`config.mk`:
```
export PLATFORM = sky130hd
export DESIGN_NAME = disc_word_buffer
export DESIGN_NICKNAME = d
export VERILOG_FILES = /design/src/shared/disc_buffer_pkg.sv /design/src/disc_word_buffer.sv
export SDC_FILE = /design/constraint.sdc
export NUM_CORES = 1
export LEC_CHECK = 0
export BUFFER_PORTS_ARGS = -buffer_cell sky130_fd_sc_hd__buf_2
export CORE_UTILIZATION = 47
export CTS_BUF_LIST = sky130_fd_sc_hd__clkbuf_8
export DETAILED_ROUTE_END_ITERATION = 7
export GPL_TIMING_DRIVEN = 0
export PLACE_DENSITY_LB_ADDON = 0.2
export SYNTH_ARGS = -nofsm -noshare
export SYNTH_HDL_FRONTEND = slang
export SYNTH_SLANG_ARGS = --single-unit
```
`constraint.sdc`:
```
create_clock -name clk -period 4.05 [get_ports clk]
set_input_delay 0.81 -clock clk [delete_from_list [all_inputs] [get_ports clk]]
set_output_delay 0.81 -clock clk [all_outputs]
set_load 0.005 [all_outputs]
```
`src/shared/disc_buffer_pkg.sv`:
```
// Constants, types and register map of the disc word buffer.
package disc_buffer_pkg;
  // Clock and end-of-subsector hold-off time
  localparam int unsigned CLK_MHZ = 100;
  localparam int unsigned END_TIME_NS = 2000;
  localparam int unsigned END_CYCLES = (END_TIME_NS * CLK_MHZ) / 1000;
  // Register byte addresses
  localparam logic [3:0] OFF_CTRL = 4'h0;
  localparam logic [3:0] OFF_STATUS = 4'h4;
  localparam logic [3:0] OFF_DATA = 4'h8;
  localparam logic [3:0] OFF_ERROR = 4'hc;
  // Control and error register field positions
  localparam int CTRL_READ_BIT = 0;
  localparam int CTRL_DIAG_BIT = 1;
  localparam int CTRL_INIT_BIT = 2;
  localparam int ERROR_CHECK_BIT = 15;
  // Occupancy load values: low bits and top bit
  localparam logic [3:0] OCC_INIT_LOW = 4'hf;
  localparam logic OCC_TOP_NORMAL = 1'b0;
  localparam logic OCC_TOP_DIAG = 1'b1;
  localparam logic [4:0] OCC_FULL = 5'h1f;
  // Bit positions within a word for pacing, and the last word of a subsector
  localparam logic [3:0] WRITE_BLOCK_FROM = 4'hd;
  localparam logic [3:0] WRITE_RESUME = 4'h1;
  localparam logic [3:0] READ_BLOCK_FROM = 4'hd;
  localparam logic [3:0] READ_RESUME = 4'h2;
  localparam logic [3:0] LAST_BIT = 4'hf;
  localparam logic [3:0] LAST_WORD = 4'hf;
  // Reset values
  localparam logic [15:0] CHECK_RESET = 16'h0000;
  localparam logic PARITY_PRESET = 1'b1;
  // Serial phase within a subsector
  typedef enum logic [2:0] {
    PH_IDLE = 3'b000,
    PH_DATA = 3'b001,
    PH_CHECK = 3'b010,
    PH_PARITY = 3'b011,
    PH_END = 3'b100
  } phase_t;
  // Status register layout
  typedef struct packed {
    logic read_check_error;
    logic check_word_cycle_flag;
    logic parity_cycle_flag;
    logic end_busy;
    logic data_register_full_flag;
    logic buffer_full_flag;
    logic buffer_empty_n;
    logic read_operation_flag;
    logic diagnostic_read_select;
    logic [4:0] occupancy;
    logic [1:0] zero_pad;
  } status_t;
endpackage

```
`src/disc_word_buffer.sv`:
```
// Sixteen-word disc buffer with transfer pacing and check-word logic.
`timescale 1ns/100ps
module disc_word_buffer
  import disc_buffer_pkg::*;
#(
  parameter logic [15:0] CHECK_POLY = 16'h8005 // Plain default, not a known part
) (
  input wire logic clk,
  input wire logic arst_n,
  input wire logic ce,
  input wire logic [3:0] addr,
  input wire logic [15:0] wdata,
  input wire logic wr_en,
  input wire logic rd_en,
  output logic [15:0] rdata,
  input wire logic word_clock,
  input wire logic subsector_start,
  input wire logic write_active_flag,
  input wire logic read_gate,
  input wire logic write_sector_go,
  input wire logic serial_in,
  output logic serial_out,
  output logic buffer_empty_n,
  output logic buffer_full_flag,
  output logic buffer_full_n,
  output logic data_register_strobe,
  output logic buffer_to_serial_load_pulse,
  output logic buffer_to_host_transfer_pulse,
  output logic buffer_write_pulse,
  output logic shift_register_load_pulse,
  output logic data_taken_strobe,
  output logic read_check_error,
  output logic check_word_cycle_flag,
  output logic parity_cycle_flag
);

  // One step of the check-word generator
  function automatic logic [15:0] check_step(input logic [15:0] c, input logic b);
    check_step = {c[14:0], 1'b0} ^ ((c[15] ^ b) ? CHECK_POLY : 16'h0000);
  endfunction

  ////////////////////////////////////////////////////////////////////////////
  // State
  logic [15:0] mem [16]; // Buffer words
  logic [3:0] wr_ptr; // Next slot to fill
  logic [3:0] rd_ptr; // Oldest word
  logic [4:0] occupancy; // Top bit is not-empty
  logic read_operation_flag; // Mode from control
  logic diagnostic_read_select; // Diagnostic re-read mode
  logic data_register_full_flag; // Host data register holds a word
  logic [15:0] data_reg; // Host-facing data register
  logic delayed_word_clock; // Word clock one cycle late
  logic slot; // Alternating word-clock divider
  phase_t phase; // Subsector phase
  logic [3:0] bit_cnt; // Bits done in current word
  logic [3:0] word_cnt; // Words done in subsector
  logic [15:0] shifter; // Serial shift register
  logic [15:0] check_word; // Running check word
  logic running_parity_flag; // Toggles on each one bit
  logic [7:0] end_cnt; // End-of-subsector timer
  logic end_of_subsector_timer; // Timer running
  logic [4:0] next_occupancy;
  logic go_armed; // First shift load still owed on go

  ////////////////////////////////////////////////////////////////////////////
  // Decodes
  logic ctrl_wr, init_now, chan_out, chan_in, bit_tick, active_tick;
  logic slot_tick, quiet, load_now, host_xfer_now, store_now, shift_load_now;
  logic last_bit, in_data, write_blk, read_blk, cur_bit;
  logic [15:0] assembled;

  assign ctrl_wr = wr_en && (addr == OFF_CTRL);
  assign init_now = ctrl_wr && wdata[CTRL_INIT_BIT];
  assign chan_out = wr_en && (addr == OFF_DATA) && !read_operation_flag;
  assign chan_in = rd_en && (addr == OFF_DATA) && read_operation_flag;
  assign bit_tick = word_clock && !delayed_word_clock;
  // Serial work only while the sector match has opened the gate
  assign active_tick = bit_tick && (read_operation_flag ? read_gate : write_active_flag);
  assign slot_tick = bit_tick && slot;
  assign in_data = (phase == PH_DATA);
  assign last_bit = (bit_cnt == LAST_BIT);
  // Window near the word boundary where the shifter is busy
  assign write_blk = (bit_cnt >= WRITE_BLOCK_FROM) || (bit_cnt < WRITE_RESUME);
  assign read_blk = (bit_cnt >= READ_BLOCK_FROM) || (bit_cnt < READ_RESUME);
  // Check, parity and end phases all keep the transfers off
  assign quiet = (phase != PH_CHECK) && (phase != PH_PARITY)
    && !end_of_subsector_timer;

  // Write: host word into buffer
  assign load_now = !read_operation_flag && data_register_full_flag
    && (occupancy != OCC_FULL) && quiet && !write_blk && slot_tick
    && !buffer_to_serial_load_pulse;
  // Read: oldest word to host register, only while delayed clock low
  assign host_xfer_now = read_operation_flag && occupancy[4] && !data_register_full_flag
    && quiet && !read_blk && slot && !delayed_word_clock
    && !buffer_to_host_transfer_pulse;
  // Read: a full word assembled from the disc
  assign assembled = {shifter[14:0], serial_in};
  assign store_now = read_operation_flag && active_tick && in_data && last_bit;
  // Write: first word on go, then at each word boundary except after the last word
  // Go loads once per subsector and never on an active bit tick, so a held go
  // level cannot drain the buffer or swallow the first bit
  assign shift_load_now = !read_operation_flag && occupancy[4] && in_data
    && ((write_sector_go && go_armed && !active_tick && bit_cnt == 4'h0 && word_cnt == 4'h0)
      || (active_tick && last_bit && word_cnt != LAST_WORD));
  assign cur_bit = (phase == PH_CHECK) ? check_word[15] : shifter[15];

  ////////////////////////////////////////////////////////////////////////////
  // Mode control
  always_ff @(posedge clk or negedge arst_n) begin
    if (!arst_n) begin
      read_operation_flag <= 1'b0;
      diagnostic_read_select <= 1'b0;
    end else if (ce && ctrl_wr) begin
      read_operation_flag <= wdata[CTRL_READ_BIT];
      diagnostic_read_select <= wdata[CTRL_DIAG_BIT];
    end
  end

  // Word clock delay and every-other-clock divider
  always_ff @(posedge clk or negedge arst_n) begin
    if (!arst_n) begin
      delayed_word_clock <= 1'b0;
      slot <= 1'b0;
    end else if (ce) begin
      delayed_word_clock <= word_clock;
      if (bit_tick) begin
        slot <= !slot;
      end
    end
  end

  ////////////////////////////////////////////////////////////////////////////
  // Occupancy: increments at end of any fill, decrements at end of any drain
  always_comb begin
    next_occupancy = occupancy;
    if (buffer_to_serial_load_pulse || buffer_write_pulse) begin
      next_occupancy = next_occupancy + 5'h01;
    end
    // Drain event depends on direction
    if (read_operation_flag ? buffer_to_host_transfer_pulse
        : shift_register_load_pulse) begin
      next_occupancy = next_occupancy - 5'h01;
    end
  end

  always_ff @(posedge clk or negedge arst_n) begin
    if (!arst_n) begin
      occupancy <= {OCC_TOP_NORMAL, OCC_INIT_LOW};
    end else if (ce) begin
      if (init_now) begin
        // Diagnostic mode pretends full so the buffer can be re-read
        occupancy <= {wdata[CTRL_DIAG_BIT] ? OCC_TOP_DIAG : OCC_TOP_NORMAL,
          OCC_INIT_LOW};
      end else begin
        occupancy <= next_occupancy;
      end
    end
  end

  // Pointers and buffer array
  always_ff @(posedge clk or negedge arst_n) begin
    if (!arst_n) begin
      wr_ptr <= 4'h0;
      rd_ptr <= 4'h0;
    end else if (ce) begin
      if (init_now) begin
        wr_ptr <= 4'h0;
        rd_ptr <= 4'h0;
      end else begin
        if (load_now || store_now) begin
          wr_ptr <= wr_ptr + 4'h1;
        end
        if (host_xfer_now || shift_load_now) begin
          rd_ptr <= rd_ptr + 4'h1;
        end
      end
    end
  end

  // Array has no reset; contents are don't-care until written
  always_ff @(posedge clk) begin
    if (ce && load_now) begin
      mem[wr_ptr] <= data_reg;
    end else if (ce && store_now) begin
      mem[wr_ptr] <= assembled;
    end
  end

  ////////////////////////////////////////////////////////////////////////////
  // Data register and its full flag; init clears first, otherwise a set beats a clear
  always_ff @(posedge clk or negedge arst_n) begin
    if (!arst_n) begin
      data_reg <= 16'h0000;
      data_register_full_flag <= 1'b0;
    end else if (ce) begin
      if (chan_out) begin
        data_reg <= wdata;
      end else if (host_xfer_now) begin
        data_reg <= mem[rd_ptr];
      end
      if (init_now) begin
        data_register_full_flag <= 1'b0;
      end else if ((data_register_strobe && !read_operation_flag)
          || buffer_to_host_transfer_pulse) begin
        data_register_full_flag <= 1'b1;
      end else if (data_taken_strobe || buffer_to_serial_load_pulse) begin
        data_register_full_flag <= 1'b0;
      end
    end
  end

  // Transfer pulses, one cycle each
  always_ff @(posedge clk or negedge arst_n) begin
    if (!arst_n) begin
      data_register_strobe <= 1'b0;
      buffer_to_serial_load_pulse <= 1'b0;
      buffer_to_host_transfer_pulse <= 1'b0;
      buffer_write_pulse <= 1'b0;
      shift_register_load_pulse <= 1'b0;
      data_taken_strobe <= 1'b0;
    end else if (ce) begin
      data_register_strobe <= chan_out || host_xfer_now;
      buffer_to_serial_load_pulse <= load_now;
      buffer_to_host_transfer_pulse <= host_xfer_now;
      buffer_write_pulse <= store_now;
      shift_register_load_pulse <= shift_load_now;
      data_taken_strobe <= chan_in;
    end
  end

  ////////////////////////////////////////////////////////////////////////////
  // Serial engine: data words, check word, parity bit, end hold-off
  always_ff @(posedge clk or negedge arst_n) begin
    if (!arst_n) begin
      phase <= PH_IDLE;
      bit_cnt <= 4'h0;
      word_cnt <= 4'h0;
      shifter <= 16'h0000;
      check_word <= CHECK_RESET;
      running_parity_flag <= PARITY_PRESET;
      serial_out <= 1'b0;
      read_check_error <= 1'b0;
      end_cnt <= 8'h00;
      end_of_subsector_timer <= 1'b0;
      go_armed <= 1'b0;
    end else if (ce) begin
      if (init_now) begin
        read_check_error <= 1'b0;
      end
      if (subsector_start) begin
        phase <= PH_DATA;
        go_armed <= 1'b1;
        bit_cnt <= 4'h0;
        word_cnt <= 4'h0;
        check_word <= CHECK_RESET;
        running_parity_flag <= PARITY_PRESET;
      end else if (shift_load_now) begin
        shifter <= mem[rd_ptr];
        go_armed <= 1'b0;
        if (active_tick) begin
          serial_out <= shifter[15];
          check_word <= check_step(check_word, shifter[15]);
          running_parity_flag <= running_parity_flag ^ shifter[15];
          bit_cnt <= 4'h0;
          word_cnt <= word_cnt + 4'h1;
        end
      end else if (active_tick) begin
        case (phase)
          PH_DATA: begin
            // Writes send the shifter top; reads take the disc bit
            if (read_operation_flag) begin
              shifter <= assembled;
              check_word <= check_step(check_word, serial_in);
              running_parity_flag <= running_parity_flag ^ serial_in;
            end else begin
              serial_out <= shifter[15];
              shifter <= {shifter[14:0], 1'b0};
              check_word <= check_step(check_word, shifter[15]);
              running_parity_flag <= running_parity_flag ^ shifter[15];
            end
            bit_cnt <= bit_cnt + 4'h1;
            if (last_bit) begin
              word_cnt <= word_cnt + 4'h1;
              if (word_cnt == LAST_WORD) begin
                phase <= PH_CHECK;
              end
            end
          end
          PH_CHECK: begin
            // Parity also counts the check word's ones
            if (read_operation_flag) begin
              if (serial_in != check_word[15]) begin
                read_check_error <= 1'b1;
              end
              running_parity_flag <= running_parity_flag ^ serial_in;
            end else begin
              serial_out <= cur_bit;
              running_parity_flag <= running_parity_flag ^ cur_bit;
            end
            check_word <= {check_word[14:0], 1'b0};
            bit_cnt <= bit_cnt + 4'h1;
            if (last_bit) begin
              phase <= PH_PARITY;
            end
          end
          PH_PARITY: begin
            // Preset flag makes the stored bit give odd total ones
            if (read_operation_flag) begin
              if (running_parity_flag ^ serial_in) begin
                read_check_error <= 1'b1;
              end
            end else begin
              serial_out <= running_parity_flag;
            end
            phase <= PH_END;
            end_cnt <= 8'h00;
            end_of_subsector_timer <= 1'b1;
          end
          default: begin
          end
        endcase
      end
      // Timer runs on the system clock, not the word clock
      if (end_of_subsector_timer) begin
        end_cnt <= end_cnt + 8'h01;
        if (end_cnt == 8'(END_CYCLES - 1)) begin
          end_of_subsector_timer <= 1'b0;
          phase <= PH_IDLE;
        end
      end
    end
  end

  ////////////////////////////////////////////////////////////////////////////
  // Registered flags and register read port
  status_t status;

  always_comb begin
    status = '0;
    status.read_check_error = read_check_error;
    status.check_word_cycle_flag = (phase == PH_CHECK);
    status.parity_cycle_flag = (phase == PH_PARITY);
    status.end_busy = end_of_subsector_timer;
    status.data_register_full_flag = data_register_full_flag;
    status.buffer_full_flag = (occupancy == OCC_FULL);
    status.buffer_empty_n = occupancy[4];
    status.read_operation_flag = read_operation_flag;
    status.diagnostic_read_select = diagnostic_read_select;
    status.occupancy = occupancy;
  end

  always_ff @(posedge clk or negedge arst_n) begin
    if (!arst_n) begin
      buffer_empty_n <= 1'b0;
      buffer_full_flag <= 1'b0;
      buffer_full_n <= 1'b1;
      check_word_cycle_flag <= 1'b0;
      parity_cycle_flag <= 1'b0;
    end else if (ce) begin
      buffer_empty_n <= status.buffer_empty_n;
      buffer_full_flag <= status.buffer_full_flag;
      buffer_full_n <= !status.buffer_full_flag;
      check_word_cycle_flag <= status.check_word_cycle_flag;
      parity_cycle_flag <= status.parity_cycle_flag;
    end
  end

  // Read data valid the cycle after the strobe; zero otherwise
  always_ff @(posedge clk or negedge arst_n) begin
    if (!arst_n) begin
      rdata <= 16'h0000;
    end else if (ce) begin
      rdata <= 16'h0000;
      if (rd_en) begin
        case (addr)
          OFF_CTRL: rdata <= {13'h0000, 1'b0, diagnostic_read_select, read_operation_flag};
          OFF_STATUS: rdata <= status;
          OFF_DATA: rdata <= data_reg;
          OFF_ERROR: rdata <= {read_check_error, 15'h0000};
          default: rdata <= 16'h0000;
        endcase
      end
    end
  end
endmodule

```
Word level (Yosys, flattened, before mapping)
Memory sizes are Yosys's and may differ from the RTL's.
Cells that the tools add are included.
Widths: inputs -> output; s select.
- flip-flop bits (word level): 117
- memory bits (writable): 256
- input port bits: 31
- output and inout port bits: 29
- logic and storage cells: 255
- memories kept: 1
- $add $sub $neg: 7
- $lt $le $gt $ge: 3
- equal/unequal tests: 20
- muxes and demuxes: 92
- bitwise logic cells: 9
- reductions and logical operators: 91
- memory list (name ; depth ; width ; rd ports ; clocked after memory_dff ; write ports ; line ; RTL):
    mem ; 16 ; 16 ; 1 ; 0 ; 1 ; disc_word_buffer.sv:44 ; logic [15:0] mem [16];
- operators with widths (operator ; number):
    $mux 16 ; 14
    $pmux 16 s4 ; 1
    $mux 4 ; 15
    $mux 1 ; 41
    $logic_and 1x1->1 ; 40
    $mux 8 ; 5
    $pmux 16 s2 ; 1
    $xor 16x16->16 ; 2
    $mux 3 ; 8
    $reduce_bool 2->1 ; 9
    $add 4x1->4 const B ; 4
    $eq 4x4->1 const B ; 4
    $mux 5 ; 3
    $logic_not 4->1 ; 3
    $reduce_and 2->1 ; 6
    $reduce_bool 3->1 ; 4
    $logic_not 1->1 ; 11
    $logic_or 1x1->1 ; 9
    $ne 3x3->1 const B ; 3
    $pmux 3 s3 ; 1
    $add 8x1->8 const B ; 1
    $eq 8x8->1 const B ; 1
    $reduce_and 4->1 ; 2
    $reduce_bool 4->1 ; 2
    other kinds (24) ; 32

Depth between registers and ports, before layout
- depth after elaboration: 13
- depth in mapped cells: 10
- gate-level depth less buffers: 9

Least setup slack after synthesis
Ideal clock, no wire load.
- path type: register to register
- start: reg occupancy[1]
- end: mem mem[3][0], enable pin
- library setup time: 0.374 ns
- arrival: 2.689 ns
- path slack: 0.987 ns
- stages on the path, launching flop included: 10
- clock period less this slack: 3.063 ns
- path through: dfstp_2 -> ha_1 -> and3_1 -> ha_1 -> or4b_1 -> a211oi_1 -> and4_1 -> nor2_2 -> nor3_1 -> and2_1
- longest elaborated chain between the ends: 10
- RTL lines (what ; line ; RTL):
    from (decl) ; disc_word_buffer.sv:47 ; logic [4:0] occupancy;
    from (signal assigned) ; disc_word_buffer.sv:149 ; occupancy <= {OCC_TOP_NORMAL, OCC_INIT_LOW};
    from (signal assigned) ; disc_word_buffer.sv:153 ; occupancy <= {wdata[CTRL_DIAG_BIT] ? OCC_TOP_DIAG : OCC_TOP_NORMAL,
    from (signal assigned) ; disc_word_buffer.sv:156 ; occupancy <= next_occupancy;
    $ne 5x5->1 (*) ; disc_word_buffer.sv:91 ; && (occupancy != OCC_FULL) && quiet && !write_blk && slot_tick
    $logic_and 1x1->1 (*) (4 in a row) ; disc_word_buffer.sv:91 ;
    $logic_and 1x1->1 (*) ; disc_word_buffer.sv:92 ; && !buffer_to_serial_load_pulse;
    $logic_and 1x1->1 (*) ; disc_word_buffer.sv:183 ; if (ce && load_now) begin
    $mux 1 ; disc_word_buffer.sv:183 ;
    $mux 1 (on tied branches) ; disc_word_buffer.sv:184, disc_word_buffer.sv:186 ;
    $or 1x1->1 (no source line) (*) ; n/a ;
    to (decl) ; disc_word_buffer.sv:44 ;
Mark *: on every way between the ends. The rest lies on a longest branch, timed or not.

Worst setup path after layout
- start: reg occupancy[1]
- end: mem mem[0][10], enable pin
Same word-level chain as after synthesis.

==> metrics <==
status=finished, final reports clean; period utilization=approximately nine tenths; Row Count=66; Comb pwr share=26.1%; Fmax=273 MHz; crit-path max FO=16; gr usage total=24.6%; YS warnings=0; synth cell count leaders=edfxtp_1 (256), dfrtp_1 (111), mux4_2 (80); gpl congestion=between 0.8 and 0.9; Setup Viol. Count Final=0; Critical Path Source=occupancy[1]; most used cell, CP=ha_1; Reg area=10600 um^2; iteration-0 DRC count of the detailed router=840; antenna cell count=0; Post-Syn Area per Cell=around 16 um^2; TritonCTS Buffers=60; top post-synthesis cells by area=edfxtp_1 (48%), dfrtp_1 (17%), mux4_2 (11%); fraction of registers with async set/reset=31.4%; Die Y=between 150 and 200 um; clock root buffer=clkbuf_8; dpl cell area=16800 um^2; DRC viols=0; largest net degree at the start of global routing=64; Reg-to-Reg Start=occupancy[1]; Startpoint Class=flip-flop; Die Span X=about 190 um; CP Cell Sequence=ha_1 -> and3_1 -> ha_1 -> or4b_1 -> a211oi_1 -> and4_1 -> nor2_2 -> nor3_1 -> and2_2; post-synth top area cell=edfxtp_1; slew margin rel.=21.3%; share of the synthesized area in the top cell type=48.4%; Seq cells post-synth=around 370; fin crit period=around 3.7 ns; Ports=60; cell area after synthesis=15900 um^2; PwrDens=615 nW/um^2; Worst-path clk slew=0.06 ns; Static Leakage=6.60 nW; Reg2Reg Setup Slack=0.39 ns; vias in the first global route=9522; WS Path Type=flip-flop to flip-flop; Max Transition Viols Final=0; First-pass DRT Iterations=5; DRT antenna net count=0; grt ovf=0; worst slew pin tran=1.18 ns; main flop type after synthesis=edfxtp_1; number of port buffers=59; Post-Route WL=40.6 mm; H-tree depth reported by CTS=2; via count=~9600; layout cells sized above 1=24.9%; RSZ-0062 raised after global routing=no; Critical R2R Capture=mem[0][10]; worst-path cell with the longest stage delay=and2_2; Worst Path Arrival=roughly 4 ns; TritonCTS clock tree=built; Synth cell types=between 70 and 80; Clock Power Share=27.7%; Initial Util=a little under 50%; Reg with most FFs=mem; IR drop worst, VDD=just under 0.3 mV; fin area=~18000 um^2; clock latency on the worst-skew pair=0.66 ns; fillcell total=between 2000 and 3000; hpwl dp=around 25 mm; number of flip-flops in the largest register=around 260; Final nets=between 1000 and 1500; antenna violations before repair=0; Post-Syn Nets=1048; wire per inst=~25 um; critical path required time=4.31 ns; final hold violations=0; hold buffer count at CTS=0; count leader, synth=edfxtp_1; synth-to-layout area growth=12.9%; CP endpoint kind=flip-flop; worst setup margin=0.391 ns; Crit path largest cell delay=approximately 0.65 ns; Clock Sinks=~370; reg2reg path depth=9; internal power=between 7 and 8 mW; EDFF count, synth=between 200 and 300; DP Worst Slack=approximately 0.05 ns; post-synthesis sequential area ratio=66.9%; area of the multi-input gates=around 5000 um^2; first-pass GRT wire length=60.4 mm; Seq pwr share=46.1%; Max Cap Violations=0; die area=34500 um^2; worst min path class=input pin to asynchronous set/reset pin; vias per cell=5.93; Mapped Cells=1002; Tot Pwr=between 10 and 15 mW; setup TNS=0 ns; NetSw=around 3.5 mW; Net Sw Frac=a little under a third; clk_skew=approximately 0.045 ns; Clock Tree Buf Depth=3; Core ar.=32900 um^2
-- layout by cell type (no fill, tap or decap), drive strengths merged, types with 5 or more instances in the layout --
| master | netlist | routed |
|---|---|---|
| a21oi | 27 | 27 |
| o2bb2ai | 15 | 15 |
| clkbuf | 29 | 98 |
| ha | 15 | 15 |
| mux4 | 80 | 80 |
| dfrtp | 111 | 111 |
| mux2i | 25 | 25 |
| buf | 26 | 86 |
| and3 | 7 | 7 |
| dfstp | 6 | 6 |
| o21a | 5 | 5 |
| a21o | 6 | 6 |
| o21ai | 30 | 30 |
| a22oi | 14 | 14 |
| and2 | 18 | 18 |
| a31oi | 23 | 23 |
| nand2b | 6 | 6 |
| nand3 | 19 | 19 |
| clkinv | 1 | 13 |
| xor2 | 8 | 8 |
| nor2 | 55 | 55 |
| nand2 | 76 | 76 |
| edfxtp | 256 | 256 |
| inv | 21 | 53 |
| a22o | 17 | 17 |
| xnor2 | 6 | 6 |
| mux2 | 24 | 24 |
| nor3 | 12 | 12 |
-- logic make-up (layout without fill, tap and decap cells) --
family / count (synthesis) / in the layout / synth area share (%)
DFF: 373 / 373 / 66.9
and+or+nand+nor: 221 / 221 / 6.93
AOI/OAI and AO/OA: 173 / 173 / 7.54
muxes: 129 / 129 / 14.6
buffers and inverters: 77 / 250 / 2.10
adders and majority gates: 15 / 15 / 1.18
xor gates and xnor gates: 14 / 14 / 0.772
-- power groups by stage --
stage	clock (mW)	combinational [mW]	sequential [mW]
after floorplan	0	2.07	5.02
after global placement	0	2.84	5.14
after detailed placement	0	2.90	5.15
after CTS	3.12	2.91	5.08
after global routing	3.28	3.13	5.12
final	3.06	2.89	5.09
-- timing repair --
action,4_1_cts,5_1_grt
setup buffers,0,0
endpoints found under the hold margin,0,0
gates resized for setup,2,14
setup endpoints to repair,10,224
-- per-stage QoR --
step / utilization [%] / hold slack (ns) / std cells
6_report: 54.6 / 0.0984 / 1617
5_1_grt: 54.6 / 0.125 / 1617
4_1_cts: 54.5 / 0.0960 / 1617
3_5_place_dp: 51.0 / 0.466 / 1504
3_3_place_gp: 50.9 / 0.463 / 1503
2_1_floorplan: - / 0.441 / 1002
-- worst max path at each step --
| stage | endpoint | slack [ns] | cells after the start |
|---|---|---|---|
| after global routing | mem[0][11] | 0.17 | 9 |
| final | mem[0][10] | 0.39 | 9 |
| after CTS | mem[0][10] | 0.004 | 9 |
| after global placement | mem[13][11] | 0.03 | 9 |
| after detailed placement | mem[14][8] | 0.05 | 9 |
| after floorplan | mem[3][0] | 0.99 | 9 |
-- worst max-delay path, delay by kind of cell (launching register included) --
family                     cells  cell delay [ns]
and+or+nand+nor                6             2.13
AOI/OAI and AO/OA              1             0.21
adders and majority gates      2             0.51
DFF                            1             0.41
-- layout make-up --
type	instances	area share, %
plain buffers	55	1.40
clock buffers	69	5.29
clock inverters	44	1.09
inverters	22	0.460
multi-input cells	552	27.6
flip-flops and latches	373	59.2
well taps	442	3.08
repair buffers	60	1.83
-- layer usage --
layer / vias to the layer above / share of wire [%] / global-route usage [%] / wire, um
li1: 4200 / - / - / -
met1: 4913 / 43 / 34.1 / 17400
met2: 397 / 48 / 39.0 / 19300
met3: 72 / 6.8 / 4.25 / 2750
met4: 0 / 2.8 / 9.34 / 1140
met5: - / 0 / 0 / 0
No activity file was read; power rests on OpenSTA's default activity.
